[src/shared/touch_timing_pkg.sv]
// constants, register map and carrier types of the touch timing block
`default_nettype none
package touch_timing_pkg;
	// register map
	localparam logic [7:0] ADDR_GLOBAL_OPT  = 8'h20;
	localparam logic [7:0] ADDR_INPUT_EN    = 8'h21;
	localparam logic [7:0] ADDR_HOLD_RPT    = 8'h22;
	localparam logic [7:0] ADDR_PRESS_HOLD  = 8'h23;
	localparam logic [7:0] ADDR_GLOBAL_OPT2 = 8'h44;
	// reset values
	localparam logic [7:0] RST_GLOBAL_OPT   = 8'h20;
	localparam logic [7:0] RST_INPUT_EN     = 8'hFF;
	localparam logic [7:0] RST_HOLD_RPT     = 8'hA4;
	localparam logic [7:0] RST_PRESS_HOLD   = 8'h07;
	localparam logic [7:0] RST_GLOBAL_OPT2  = 8'h40;
	// implemented bits, the rest read zero
	localparam logic [7:0] MASK_GLOBAL_OPT  = 8'hF8;
	localparam logic [7:0] MASK_PRESS_HOLD  = 8'h0F;
	localparam logic [7:0] MASK_GLOBAL_OPT2 = 8'hFD;
	// bit positions
	localparam int BIT_RECAL_EN  = 3;
	localparam int BIT_EMI_DIS   = 4;
	localparam int BIT_PWR_HOLD  = 5;
	localparam int BIT_POL_BLOCK = 4;
	localparam int BIT_RF_ONLY   = 3;
	localparam int BIT_RF_DIS    = 2;
	localparam int BIT_REL_SUP   = 0;
	localparam int NUM_INPUTS    = 8;
	localparam int NUM_LEDS      = 2;
	localparam logic [2:0] LAST_SLOT = 3'h7;
	// timing: one 35ms tick per full sampling cycle
	localparam int CLK_PERIOD_NS = 50;
	localparam int TICK_MS       = 35;
	localparam int NS_PER_MS     = 1000000;
	localparam int TICK_CYCLES   = TICK_MS * NS_PER_MS / CLK_PERIOD_NS;
	localparam int SLOT_CYCLES_DEF = TICK_CYCLES / NUM_INPUTS;
	localparam logic [8:0] CNT_SAT = 9'h1FF;
	// recalibration time in ticks, rounded up
	function automatic logic [8:0] max_hold_ticks(input logic [3:0] code);
		int ms;
		case (code)
			4'h0: ms = 560;
			4'h1: ms = 840;
			4'h2: ms = 1120;
			4'h3: ms = 1400;
			4'h4: ms = 1680;
			4'h5: ms = 2240;
			4'h6: ms = 2800;
			4'h7: ms = 3360;
			4'h8: ms = 3920;
			4'h9: ms = 4480;
			4'hA: ms = 5600;
			4'hB: ms = 6720;
			4'hC: ms = 7840;
			4'hD: ms = 8906;
			4'hE: ms = 10080;
			default: ms = 11200;
		endcase
		return 9'((ms + TICK_MS - 1) / TICK_MS);
	endfunction
	// code plus one ticks of 35ms
	function automatic logic [8:0] step_ticks(input logic [3:0] code);
		return {5'h00, code} + 9'h001;
	endfunction
	// one-hot of a sampling slot
	function automatic logic [7:0] slot_mask(input logic [2:0] slot);
		return 8'h01 << slot;
	endfunction
	typedef struct packed {
		logic [7:0] opt;
		logic [7:0] en;
		logic [7:0] hold_rpt;
		logic [7:0] press;
		logic [7:0] opt2;
	} reg_file_type;
	typedef struct packed {
		logic [8:0] thr;
		logic [8:0] max;
		logic [8:0] rpt;
		logic       recal_en;
		logic       repeat_en;
	} chan_cfg_type;
	typedef struct packed {
		logic press;
		logic release_;
		logic repeat_;
		logic hold;
		logic recal;
	} chan_evt_type;
endpackage
`default_nettype wire
[src/logic/slot_divider.sv]
// divider giving one-cycle enable pulses at a fixed period
`default_nettype none
module slot_divider
	import touch_timing_pkg::*;
#(
	parameter int unsigned DIV = 2
) (
	input  wire logic i_clk_sys,
	input  wire logic i_sys_rst,
	output var  logic o_pulse
);
	localparam int W = $clog2(DIV);
	localparam logic [W-1:0] LAST = W'(DIV - 1);
	typedef struct packed {
		logic [W-1:0] cnt;   // cycles into the period
		logic         pulse; // registered enable
	} div_state_type;
	div_state_type st, next_st;

	// count and wrap
	always_comb begin
		next_st = st;
		next_st.pulse = (st.cnt == LAST);
		next_st.cnt = (st.cnt == LAST) ? '0 : st.cnt + W'(1);
	end

	// state register
	always_ff @(posedge i_clk_sys or posedge i_sys_rst) begin
		if (i_sys_rst) begin
			st <= '0;
		end else begin
			st <= next_st;
		end
	end

	assign o_pulse = st.pulse;
endmodule
`default_nettype wire

[src/logic/touch_hold_timer.sv]
// per-input touch duration timer: press, release, hold, repeat, recal
`default_nettype none
module touch_hold_timer
	import touch_timing_pkg::*;
(
	input  wire logic         i_clk_sys,
	input  wire logic         i_sys_rst,
	input  wire logic         i_tick,
	input  wire logic         i_touch,
	input  wire chan_cfg_type i_cfg,
	output var  chan_evt_type o_evt
);
	typedef struct packed {
		logic       touched;    // last seen touch level
		logic [8:0] cnt;        // ticks touched
		logic [8:0] rcnt;       // ticks since last repeat
		logic       held;       // press-and-hold reached
		logic       recal_done; // one recal per touch
	} timer_state_type;
	timer_state_type st, next_st;

	// edge detection and duration counting
	always_comb begin
		logic [9:0] cnt1;
		logic [9:0] rcnt1;
		cnt1 = {1'b0, st.cnt} + 10'h001;
		rcnt1 = {1'b0, st.rcnt} + 10'h001;
		next_st = st;
		o_evt = '0;
		next_st.touched = i_touch;
		if (i_touch && !st.touched) begin
			// fresh press restarts everything
			o_evt.press = 1'b1;
			next_st.cnt = '0;
			next_st.rcnt = '0;
			next_st.held = 1'b0;
			next_st.recal_done = 1'b0;
		end else if (!i_touch && st.touched) begin
			o_evt.release_ = 1'b1;
			next_st.held = 1'b0;
		end else if (i_touch && i_tick) begin
			if (st.cnt != CNT_SAT) begin
				next_st.cnt = cnt1[8:0];
			end
			// longer than threshold only
			if (i_cfg.repeat_en && !st.held &&
			    cnt1 > {1'b0, i_cfg.thr}) begin
				next_st.held = 1'b1;
				o_evt.hold = 1'b1;
			end
			// repeat interval runs once held
			if (st.held) begin
				if (rcnt1 >= {1'b0, i_cfg.rpt}) begin
					next_st.rcnt = '0;
					o_evt.repeat_ = 1'b1;
				end else begin
					next_st.rcnt = rcnt1[8:0];
				end
			end
			// recal only with the enable set
			if (i_cfg.recal_en && !st.recal_done &&
			    cnt1 == {1'b0, i_cfg.max}) begin
				o_evt.recal = 1'b1;
				next_st.recal_done = 1'b1;
			end
		end
	end

	// state register
	always_ff @(posedge i_clk_sys or posedge i_sys_rst) begin
		if (i_sys_rst) begin
			st <= '0;
		end else begin
			st <= next_st;
		end
	end
endmodule
`default_nettype wire

[src/logic/touch_timing_ctrl.sv]
// touch input enable, timing, noise and option control, top level
`default_nettype none
module touch_timing_ctrl
	import touch_timing_pkg::*;
#(
	parameter int unsigned SLOT_CYCLES = SLOT_CYCLES_DEF
) (
	input  wire logic       i_clk_sys,
	input  wire logic       i_sys_rst,
	input  wire logic       i_reg_wr,
	input  wire logic       i_reg_rd,
	input  wire logic [7:0] i_reg_addr,
	input  wire logic [7:0] i_reg_wdata,
	input  wire logic [7:0] i_touch_raw,
	input  wire logic [7:0] i_rf_noise,
	input  wire logic [7:0] i_emi_noise,
	input  wire logic [7:0] i_repeat_enable,
	input  wire logic [1:0] i_led_pol,
	input  wire logic       i_mirror_wr,
	input  wire logic [1:0] i_mirror_wdata,
	output logic      [7:0] o_reg_rdata,
	output logic            o_reg_rvalid,
	output logic      [7:0] o_sample_select,
	output logic            o_sensor_powered,
	output logic            o_cycle_start,
	output logic      [7:0] o_touch_status,
	output logic      [7:0] o_noise_status,
	output logic      [7:0] o_hold_status,
	output logic      [7:0] o_recal_req,
	output logic            o_irq_pulse,
	output logic      [1:0] o_led_mirror
);
	// whole block state in one record
	typedef struct packed {
		reg_file_type regs;    // host visible fields
		logic [2:0]   slot;    // current sampling slot
		logic [7:0]   touched; // filtered touch per input
		logic [7:0]   noise;   // reported noise per input
		logic [7:0]   hold;    // press-and-hold seen
		logic [7:0]   recal;   // recal request pulses
		logic [7:0]   sel;     // slot select out
		logic [1:0]   pol_q;   // last seen polarity
		logic [1:0]   mirror;  // mirror controls
		logic [7:0]   rdata;   // read data
		logic         rvalid;  // read answer
		logic         powered; // sensing powered
		logic         cyc;     // cycle start pulse
		logic         irq;     // interrupt pulse
	} ctrl_state_type;
	ctrl_state_type st, next_st;

	logic         slot_pulse;   // one sampling slot elapsed
	logic         cycle_tick;   // full cycle, 35ms
	logic [7:0]   sample_mask;  // input sampled this slot
	logic [7:0]   blocked;      // delta forced to zero
	logic [7:0]   noise_seen;   // noise that status may show
	logic [7:0]   above_mask;   // slots later in the cycle
	logic [7:0]   ev_press;     // per input press events
	logic [7:0]   ev_release;   // per input release events
	logic [7:0]   ev_repeat;    // per input repeat events
	logic [7:0]   ev_hold;      // per input hold events
	logic [7:0]   ev_recal;     // per input recal events
	chan_cfg_type cfg [NUM_INPUTS]; // per input timer setup
	chan_evt_type evt [NUM_INPUTS]; // per input timer events

	// option bits pulled out for readability
	logic pwr_hold;
	logic pol_block;
	logic rf_only;
	logic rf_dis;
	logic rel_sup;
	logic emi_dis;
	logic recal_en;
	assign pwr_hold  = st.regs.opt2[BIT_PWR_HOLD];
	assign pol_block = st.regs.opt2[BIT_POL_BLOCK];
	assign rf_only   = st.regs.opt2[BIT_RF_ONLY];
	assign rf_dis    = st.regs.opt2[BIT_RF_DIS];
	assign rel_sup   = st.regs.opt2[BIT_REL_SUP];
	assign emi_dis   = st.regs.opt[BIT_EMI_DIS];
	assign recal_en  = st.regs.opt[BIT_RECAL_EN];

	// slot timebase: eight slots always make one cycle, so the
	// cycle length does not move when inputs are disabled
	slot_divider #(
		.DIV (SLOT_CYCLES)
	) u_slot_div (
		.i_clk_sys (i_clk_sys),
		.i_sys_rst (i_sys_rst),
		.o_pulse   (slot_pulse)
	);
	assign cycle_tick = slot_pulse && (st.slot == LAST_SLOT);

	// one duration timer per input, all fed the same cycle tick
	for (genvar i = 0; i < NUM_INPUTS; i++) begin : g_timer
		always_comb begin
			cfg[i].thr = step_ticks(st.regs.press[3:0]);
			cfg[i].max = max_hold_ticks(st.regs.hold_rpt[7:4]);
			cfg[i].rpt = step_ticks(st.regs.hold_rpt[3:0]);
			cfg[i].recal_en = recal_en;
			cfg[i].repeat_en = i_repeat_enable[i];
		end
		touch_hold_timer u_timer (
			.i_clk_sys (i_clk_sys),
			.i_sys_rst (i_sys_rst),
			.i_tick    (cycle_tick),
			.i_touch   (st.touched[i]),
			.i_cfg     (cfg[i]),
			.o_evt     (evt[i])
		);
		assign ev_press[i]   = evt[i].press;
		assign ev_release[i] = evt[i].release_;
		assign ev_repeat[i]  = evt[i].repeat_;
		assign ev_hold[i]    = evt[i].hold;
		assign ev_recal[i]   = evt[i].recal;
	end

	// sampling and noise qualification of the current slot
	always_comb begin
		sample_mask = slot_pulse ?
			(slot_mask(st.slot) & st.regs.en) : 8'h00;
		// rf blocks unless disabled, emi unless its filter is off
		blocked = (rf_dis ? 8'h00 : i_rf_noise) |
			(emi_dis ? 8'h00 : i_emi_noise);
		// emi stays out of status in rf-only mode
		noise_seen = rf_only ? i_rf_noise :
			(i_rf_noise | i_emi_noise);
		// slots after the current one, used for power decisions
		above_mask = ~(8'(slot_mask(st.slot) << 1) - 8'h01);
	end

	// next state of the whole block
	always_comb begin
		next_st = st;
		next_st.rvalid = 1'b0;
		next_st.cyc = cycle_tick;
		// host writes, unused bits forced to zero
		if (i_reg_wr) begin
			case (i_reg_addr)
				ADDR_GLOBAL_OPT: begin
					next_st.regs.opt = i_reg_wdata & MASK_GLOBAL_OPT;
				end
				ADDR_INPUT_EN: begin
					next_st.regs.en = i_reg_wdata;
				end
				ADDR_HOLD_RPT: begin
					next_st.regs.hold_rpt = i_reg_wdata;
				end
				ADDR_PRESS_HOLD: begin
					next_st.regs.press = i_reg_wdata & MASK_PRESS_HOLD;
				end
				ADDR_GLOBAL_OPT2: begin
					next_st.regs.opt2 = i_reg_wdata & MASK_GLOBAL_OPT2;
				end
				default: begin
					// unmapped writes are dropped
				end
			endcase
		end
		// host reads, answered one cycle later
		if (i_reg_rd) begin
			next_st.rvalid = 1'b1;
			case (i_reg_addr)
				ADDR_GLOBAL_OPT: begin
					next_st.rdata = st.regs.opt;
				end
				ADDR_INPUT_EN: begin
					next_st.rdata = st.regs.en;
				end
				ADDR_HOLD_RPT: begin
					next_st.rdata = st.regs.hold_rpt;
				end
				ADDR_PRESS_HOLD: begin
					next_st.rdata = st.regs.press;
				end
				ADDR_GLOBAL_OPT2: begin
					next_st.rdata = st.regs.opt2;
				end
				default: begin
					next_st.rdata = 8'h00; // unmapped reads zero
				end
			endcase
		end
		// slot advance, wraps after eight whatever is enabled
		if (slot_pulse) begin
			next_st.slot = st.slot + 3'h1;
		end
		// touch level: sampled inputs update, excluded ones drop
		next_st.touched = ((st.touched & ~sample_mask) |
			(i_touch_raw & ~blocked & sample_mask)) &
			st.regs.en;
		// noise status only moves for the sampled input
		next_st.noise = (st.noise & ~sample_mask) |
			(noise_seen & sample_mask);
		next_st.sel = slot_mask(st.slot) & st.regs.en;
		// powered while a conversion is due in this cycle; in the
		// idle tail only the hold bit keeps the sensor alive
		next_st.powered = pwr_hold ||
			((st.regs.en & (slot_mask(st.slot) | above_mask))
			!= 8'h00);
		// hold flag: a new hold wins over a same-cycle release
		next_st.hold = (st.hold & ~ev_release) | ev_hold;
		next_st.recal = ev_recal;
		// interrupt: press and repeat always, release unless muted
		next_st.irq = (ev_press != 8'h00) ||
			(ev_repeat != 8'h00) ||
			(!rel_sup && (ev_release != 8'h00));
		// mirror: host writes first, a polarity change overrides
		next_st.pol_q = i_led_pol;
		if (i_mirror_wr) begin
			next_st.mirror = i_mirror_wdata;
		end
		if (!pol_block) begin
			// changed polarity bits are copied into the mirror
			next_st.mirror = (next_st.mirror &
				~(i_led_pol ^ st.pol_q)) |
				(i_led_pol & (i_led_pol ^ st.pol_q));
		end
		// with the link blocked only host writes change the mirror
	end

	// state register, reset values set the documented defaults
	always_ff @(posedge i_clk_sys or posedge i_sys_rst) begin
		if (i_sys_rst) begin
			st <= '0;
			st.regs.opt <= RST_GLOBAL_OPT;
			st.regs.en <= RST_INPUT_EN;
			st.regs.hold_rpt <= RST_HOLD_RPT;
			st.regs.press <= RST_PRESS_HOLD;
			st.regs.opt2 <= RST_GLOBAL_OPT2;
			st.powered <= 1'b1;
		end else begin
			st <= next_st;
		end
	end

	// outputs straight from the state flops
	assign o_reg_rdata      = st.rdata;
	assign o_reg_rvalid     = st.rvalid;
	assign o_sample_select  = st.sel;
	assign o_sensor_powered = st.powered;
	assign o_cycle_start    = st.cyc;
	assign o_touch_status   = st.touched;
	assign o_noise_status   = st.noise;
	assign o_hold_status    = st.hold;
	assign o_recal_req      = st.recal;
	assign o_irq_pulse      = st.irq;
	assign o_led_mirror     = st.mirror;

	// helper: slots counted between cycle starts
	logic [3:0] slots_seen;
	logic       cycle_seen;
	always_ff @(posedge i_clk_sys or posedge i_sys_rst) begin
		if (i_sys_rst) begin
			slots_seen <= 4'h0;
			cycle_seen <= 1'b0;
		end else if (o_cycle_start) begin
			slots_seen <= slot_pulse ? 4'h1 : 4'h0;
			cycle_seen <= 1'b1;
		end else if (slot_pulse) begin
			slots_seen <= slots_seen + 4'h1;
		end
	end
endmodule
`default_nettype wire

[config.mk]
export PLATFORM = sky130hd
export DESIGN_NAME = touch_timing_ctrl
export DESIGN_NICKNAME = d
export VERILOG_FILES = /design/src/shared/touch_timing_pkg.sv /design/src/logic/slot_divider.sv /design/src/logic/touch_hold_timer.sv /design/src/logic/touch_timing_ctrl.sv
export SDC_FILE = /design/constraint.sdc
export NUM_CORES = 1
export LEC_CHECK = 0
export BUFFER_PORTS_ARGS = -buffer_cell sky130_fd_sc_hd__buf_2
export CAP_MARGIN = 20
export CORE_MARGIN = 10
export CORE_UTILIZATION = 55
export CTS_CLUSTER_SIZE = 10
export DETAILED_ROUTE_END_ITERATION = 10
export PLACE_DENSITY = 0.73
export SYNTH_ARGS = -nofsm -noshare
export SYNTH_HDL_FRONTEND = slang
export SYNTH_SLANG_ARGS = --single-unit
[constraint.sdc]
create_clock -name i_clk_sys -period 17.9 [get_ports i_clk_sys]
set_input_delay 3.58 -clock i_clk_sys [delete_from_list [all_inputs] [get_ports i_clk_sys]]
set_output_delay 3.58 -clock i_clk_sys [all_outputs]
set_load 0.1 [all_outputs]
==> results <==
- The routability-driven placement congestion ratio is 0.914.
- The number of levels in the clock H-tree is 2.
- The total overflow reported by the global router is 0.
- Yosys mapped the design onto 97 distinct sky130hd cell types.
- On the worst path, the slowest cell contributes a delay of 0.86 ns.
- The total number of vias is 17100.
- The required arrival time at the worst endpoint is 18.35 ns.
- The final core area utilization is 0.605.
- Counting every sink on the clock net gives 277.
- For this design the ratio of total power to cell area is 104 nW/um2.
- The path type of the worst min-delay path is register to register.
- The final max-slew violation count is 0.
- The total half-perimeter wirelength after legalization and detailed placement is 39200 um.
- The number of antenna violations at the first check in global routing was 0.
- The startpoint class of the critical path is a register.
- The number of global-route vias before repair is 16700.
- The run finished with clean final reports.
- 111 I/O pins were placed.
- The share of total power dissipated in sequential elements is 0.286.
- The most used flip-flop cell after synthesis is dfrtp_1.
- Setup violations remaining at the end of the flow were counted as 0.
- The summed negative setup slack over all endpoints is 0 ns.
- The share of the Yosys chip area taken by registers is 0.351.
- The max-capacitance violation count is 0.
- The number of hold buffers added after CTS was 0.
- The analysis attributes to cell leakage a power of 9.77 nW.
- The total of warnings raised by yosys is 0.
- The mapped netlist covers 19800 um2.
- The pre-antenna-repair detailed-routing pass consisted of 7 iterations.
- The post-route antenna net violation count is 0.
- Clock tree synthesis inserted a total of 35 buffers.
- Setup repair after global routing left no endpoint under its margin.
- The site row count is 69.
- The worst pin sits at a relative slew slack of 0.279.
- The fraction of layout cells with a size suffix above 1 is 0.116.
- The cell at the root of the clock tree is clkbuf_16.
- The width of the die is 210 um.
- Across the routed clock network, the largest skew measured is 0.0215 ns.
- Derived from the worst setup path, the maximum achievable clock frequency is 0.0823 GHz.
- The category of the worst setup path capture point is a register.
- Once the clock tree was built, the resizer swapped 0 gates to a different size.
- The critical path is of the register to register type.
- The share of the clock period used by the worst path is 0.678.
- Buffers placed on the I/O ports in this run total 110.
- The internal power is 0.00139 W.
- The launch point of the worst hold path is st[14]$_DFF_PP0_.
- The clock latency reported for the late side of the worst-skew pair is 0.56 ns.
- Of the total power, the clock network draws 0.298.
- The most frequent cell on the critical path is nand2_1.
- The iteration-0 DRC count of the detailed router is 1412.
- Of the total power, combinational logic draws 0.416.
- The launch point of the worst reg-to-reg path is st[79]$_DFFE_PP0P_.
- For this run, the total global-route usage over all layers was measured as 0.238.
- The critical path starts at st[79]$_DFFE_PP0P_.
- The slew of the pin with the lowest slew margin is 1.07 ns.
- The initial core utilization is 0.556.
- For this run, asynchronously set or reset flops after synthesis account for 1.00.
- The proportion of total power due to net switching is 0.381.
- The sum of routed wire length over all layers is 53400 um.
- The final setup slack of the worst path is 5.76 ns.
- The total net switching power is 0.000856 W.
- The pre-CTS worst setup slack is 5.91 ns.
- In the routed design, unresolved DRC markers number 0.
- The final cell area excluding filler cells is 21500 um2.
- The routed wirelength normalized by instance count is 19.2 um.
- Entering global routing, the biggest net connects 126 pins.
- The critical path's slowest cell is a31oi_2.
- The vias per cell is 6.16.
- The maximum VDD drop is 0.150 mV.
- The largest fanout of any net on the critical path is 13.
- The net count of the finished layout is 2491.
- The post-detailed-placement cell area is 20400 um2.
- The floorplan step set the die height to 210 um.
- The repair_antennas step left the layout with diodes totalling 0.
- The final-report hold violation count is 0.
- The total power draw is 0.00225 W.
- The longest clock path from root to sink contains 3 buffers.
- The first-pass GRT wire length is 87700 um.
- Synthesis produced a netlist whose cell count is 2239.
- The die covers 44000 um2.
- The area growth from synthesis to layout is 8.71%.
- The final critical-path required period is 12.14 ns.
- In this run the mean area of a mapped cell was 8.84 um2.
- TritonCTS built the clock tree.
- The number of nets in the synthesized netlist is 2438.
- The data arrival at the endpoint of the critical path is 12.59 ns.
- After synthesis the netlist holds a flip-flop and latch count of 277.
- The count of flip-flops with a built-in enable after synthesis is 0.
- The placeable core region is 35600 um2.
- Post-CTS timing repair inserted 0 buffers for setup.
- Clock-pin slew was measured on the worst setup and hold paths at 0.06 ns.
## power by group through the flow
stage | clock, W | sequential (W) | combinational [W]
5_1_grt | 0.000712 | 0.000642 | 0.00101
4_1_cts | 0.000686 | 0.000642 | 0.000918
2_1_floorplan | 0 | 0.000654 | 0.000735
3_3_place_gp | 0 | 0.000652 | 0.000894
3_5_place_dp | 0 | 0.000653 | 0.000913
6_report | 0.000670 | 0.000642 | 0.000934
## state kept, by name, indices dropped and copies added, names as in the netlist, 2 cells and up, named ones only
| signal | count |
|---|---|
| o_reg_rdata | 8 |
| o_touch_status | 8 |
| st | 30 |
| o_recal_req | 8 |
| o_led_mirror | 2 |
| u_slot_div.st | 17 |
| o_sample_select | 8 |
| o_hold_status | 8 |
| g_timer.u_timer.st | 168 |
## synth_stat cells, types with 9 or more instances
cell / count / share of area
nor3_1: 44 / 0.011
and3_1: 58 / 0.018
o21ai_1: 9 / 0.0023
o211ai_1: 9 / 0.0034
o31ai_1: 26 / 0.0099
ha_1: 142 / 0.090
nand3_1: 114 / 0.029
nand3b_1: 9 / 0.0034
a22o_1: 19 / 0.0084
nand2_1: 239 / 0.045
and2_1: 43 / 0.014
mux2i_1: 13 / 0.0066
mux2_2: 42 / 0.024
o21bai_1: 14 / 0.0053
dfrtp_1: 260 / 0.33
a31oi_1: 42 / 0.013
xor2_1: 67 / 0.030
a21o_1: 25 / 0.0095
o21a_1: 12 / 0.0046
inv_1: 93 / 0.018
nor4_1: 37 / 0.012
nor2b_1: 50 / 0.016
dfstp_2: 17 / 0.023
buf_4: 54 / 0.020
clkbuf_1: 45 / 0.0085
nand2b_1: 48 / 0.015
xnor2_1: 116 / 0.051
nor2_1: 121 / 0.023
a21oi_1: 77 / 0.019
nand4_1: 42 / 0.013
a21boi_0: 9 / 0.0034
o22ai_1: 13 / 0.0041
o21ai_0: 175 / 0.044
## final timing paths
kind | slack [ns] | endpoint | depth (start not counted)
max in group asynchronous | 13.12 | o_reg_rdata[4]$_DFFE_PP0P_ | 3
min in group asynchronous | 3.21 | g_timer[4].u_timer.st[5]$_DFFE_PP0P_ | 2
max reg2reg | 5.76 | g_timer[1].u_timer.st[0]$_DFFE_PP0P_ | 39
min | 0.45 | o_led_mirror[0]$_DFF_PP0_ | 1
min reg2reg | 0.45 | o_led_mirror[0]$_DFF_PP0_ | 1
max | 5.76 | g_timer[1].u_timer.st[0]$_DFFE_PP0P_ | 39
## worst max-delay path, delay by kind of cell (launching register included)
kind            cells  cell delay, ns
fa+ha+maj           4            1.45
compound gates     19            6.29
flops               1            0.52
xor+xnor            1            0.21
simple gates       11            2.86
buf+inv             4            0.68
## placed cells by master (no fill, tap or decap), drive strengths merged, types with 6 or more instances in the layout
cell,synthesis,routed
a21boi,10,10
and2,43,43
a21oi,78,78
nand2,239,239
o31ai,27,27
a22o,19,19
inv,95,96
mux2i,14,14
dfrtp,260,260
nor3,45,45
clkbuf,45,56
or2,8,8
and3,58,58
o21bai,14,14
xnor2,116,116
nand4,42,42
nor2,122,122
a2111oi,8,8
o22ai,14,14
o21ai,184,184
mux2,43,43
a211o,7,7
o31a,6,6
a31oi,42,42
xor2,67,67
nand3b,9,9
a21o,25,25
nor4,38,38
nand2b,48,48
nor2b,50,50
or3,7,7
a211oi,7,7
dfstp,17,17
ha,142,142
buf,67,127
o21a,12,12
o211ai,9,9
nand3,114,114
## logic make-up (layout without fill, tap and decap cells)
group	Yosys count	after routing	synth area share
flops	277	277	0.351
mux	62	62	0.0374
xor+xnor	183	183	0.0810
simple gates	847	847	0.217
compound gates	520	520	0.173
buf+inv	207	282	0.0499
fa+ha+maj	143	143	0.0903
## layer usage
layer | share of wire | routed length, um | vias to the layer above | GRT usage
li1 | - | - | 8129 | -
met3 | 0.067 | 3580 | 94 | 0.0410
met4 | 0.025 | 1310 | 0 | 0.0772
met2 | 0.46 | 24800 | 562 | 0.385
met1 | 0.44 | 23700 | 8302 | 0.318
met5 | 0 | 0 | - | 0
## through the flow
stage / cells / hold slack, ns
CTS: 2773 / 0.443
global placement: 2714 / 0.417
detailed placement: 2714 / 0.435
global route: 2775 / 0.467
floorplan: 2239 / 0.411
finish: 2775 / 0.448
## cell type report
cell class                 instances  area [um2]
fill                            3053       14100
tap                              461         577
sequential                       277        6950
clock buffer                      55         991
clock inverter                     4        85.1
inverter                          95         364
timing repair buffer             128         683
multi-input combinational       1755       11900
Power figures use the tool's default switching activity.
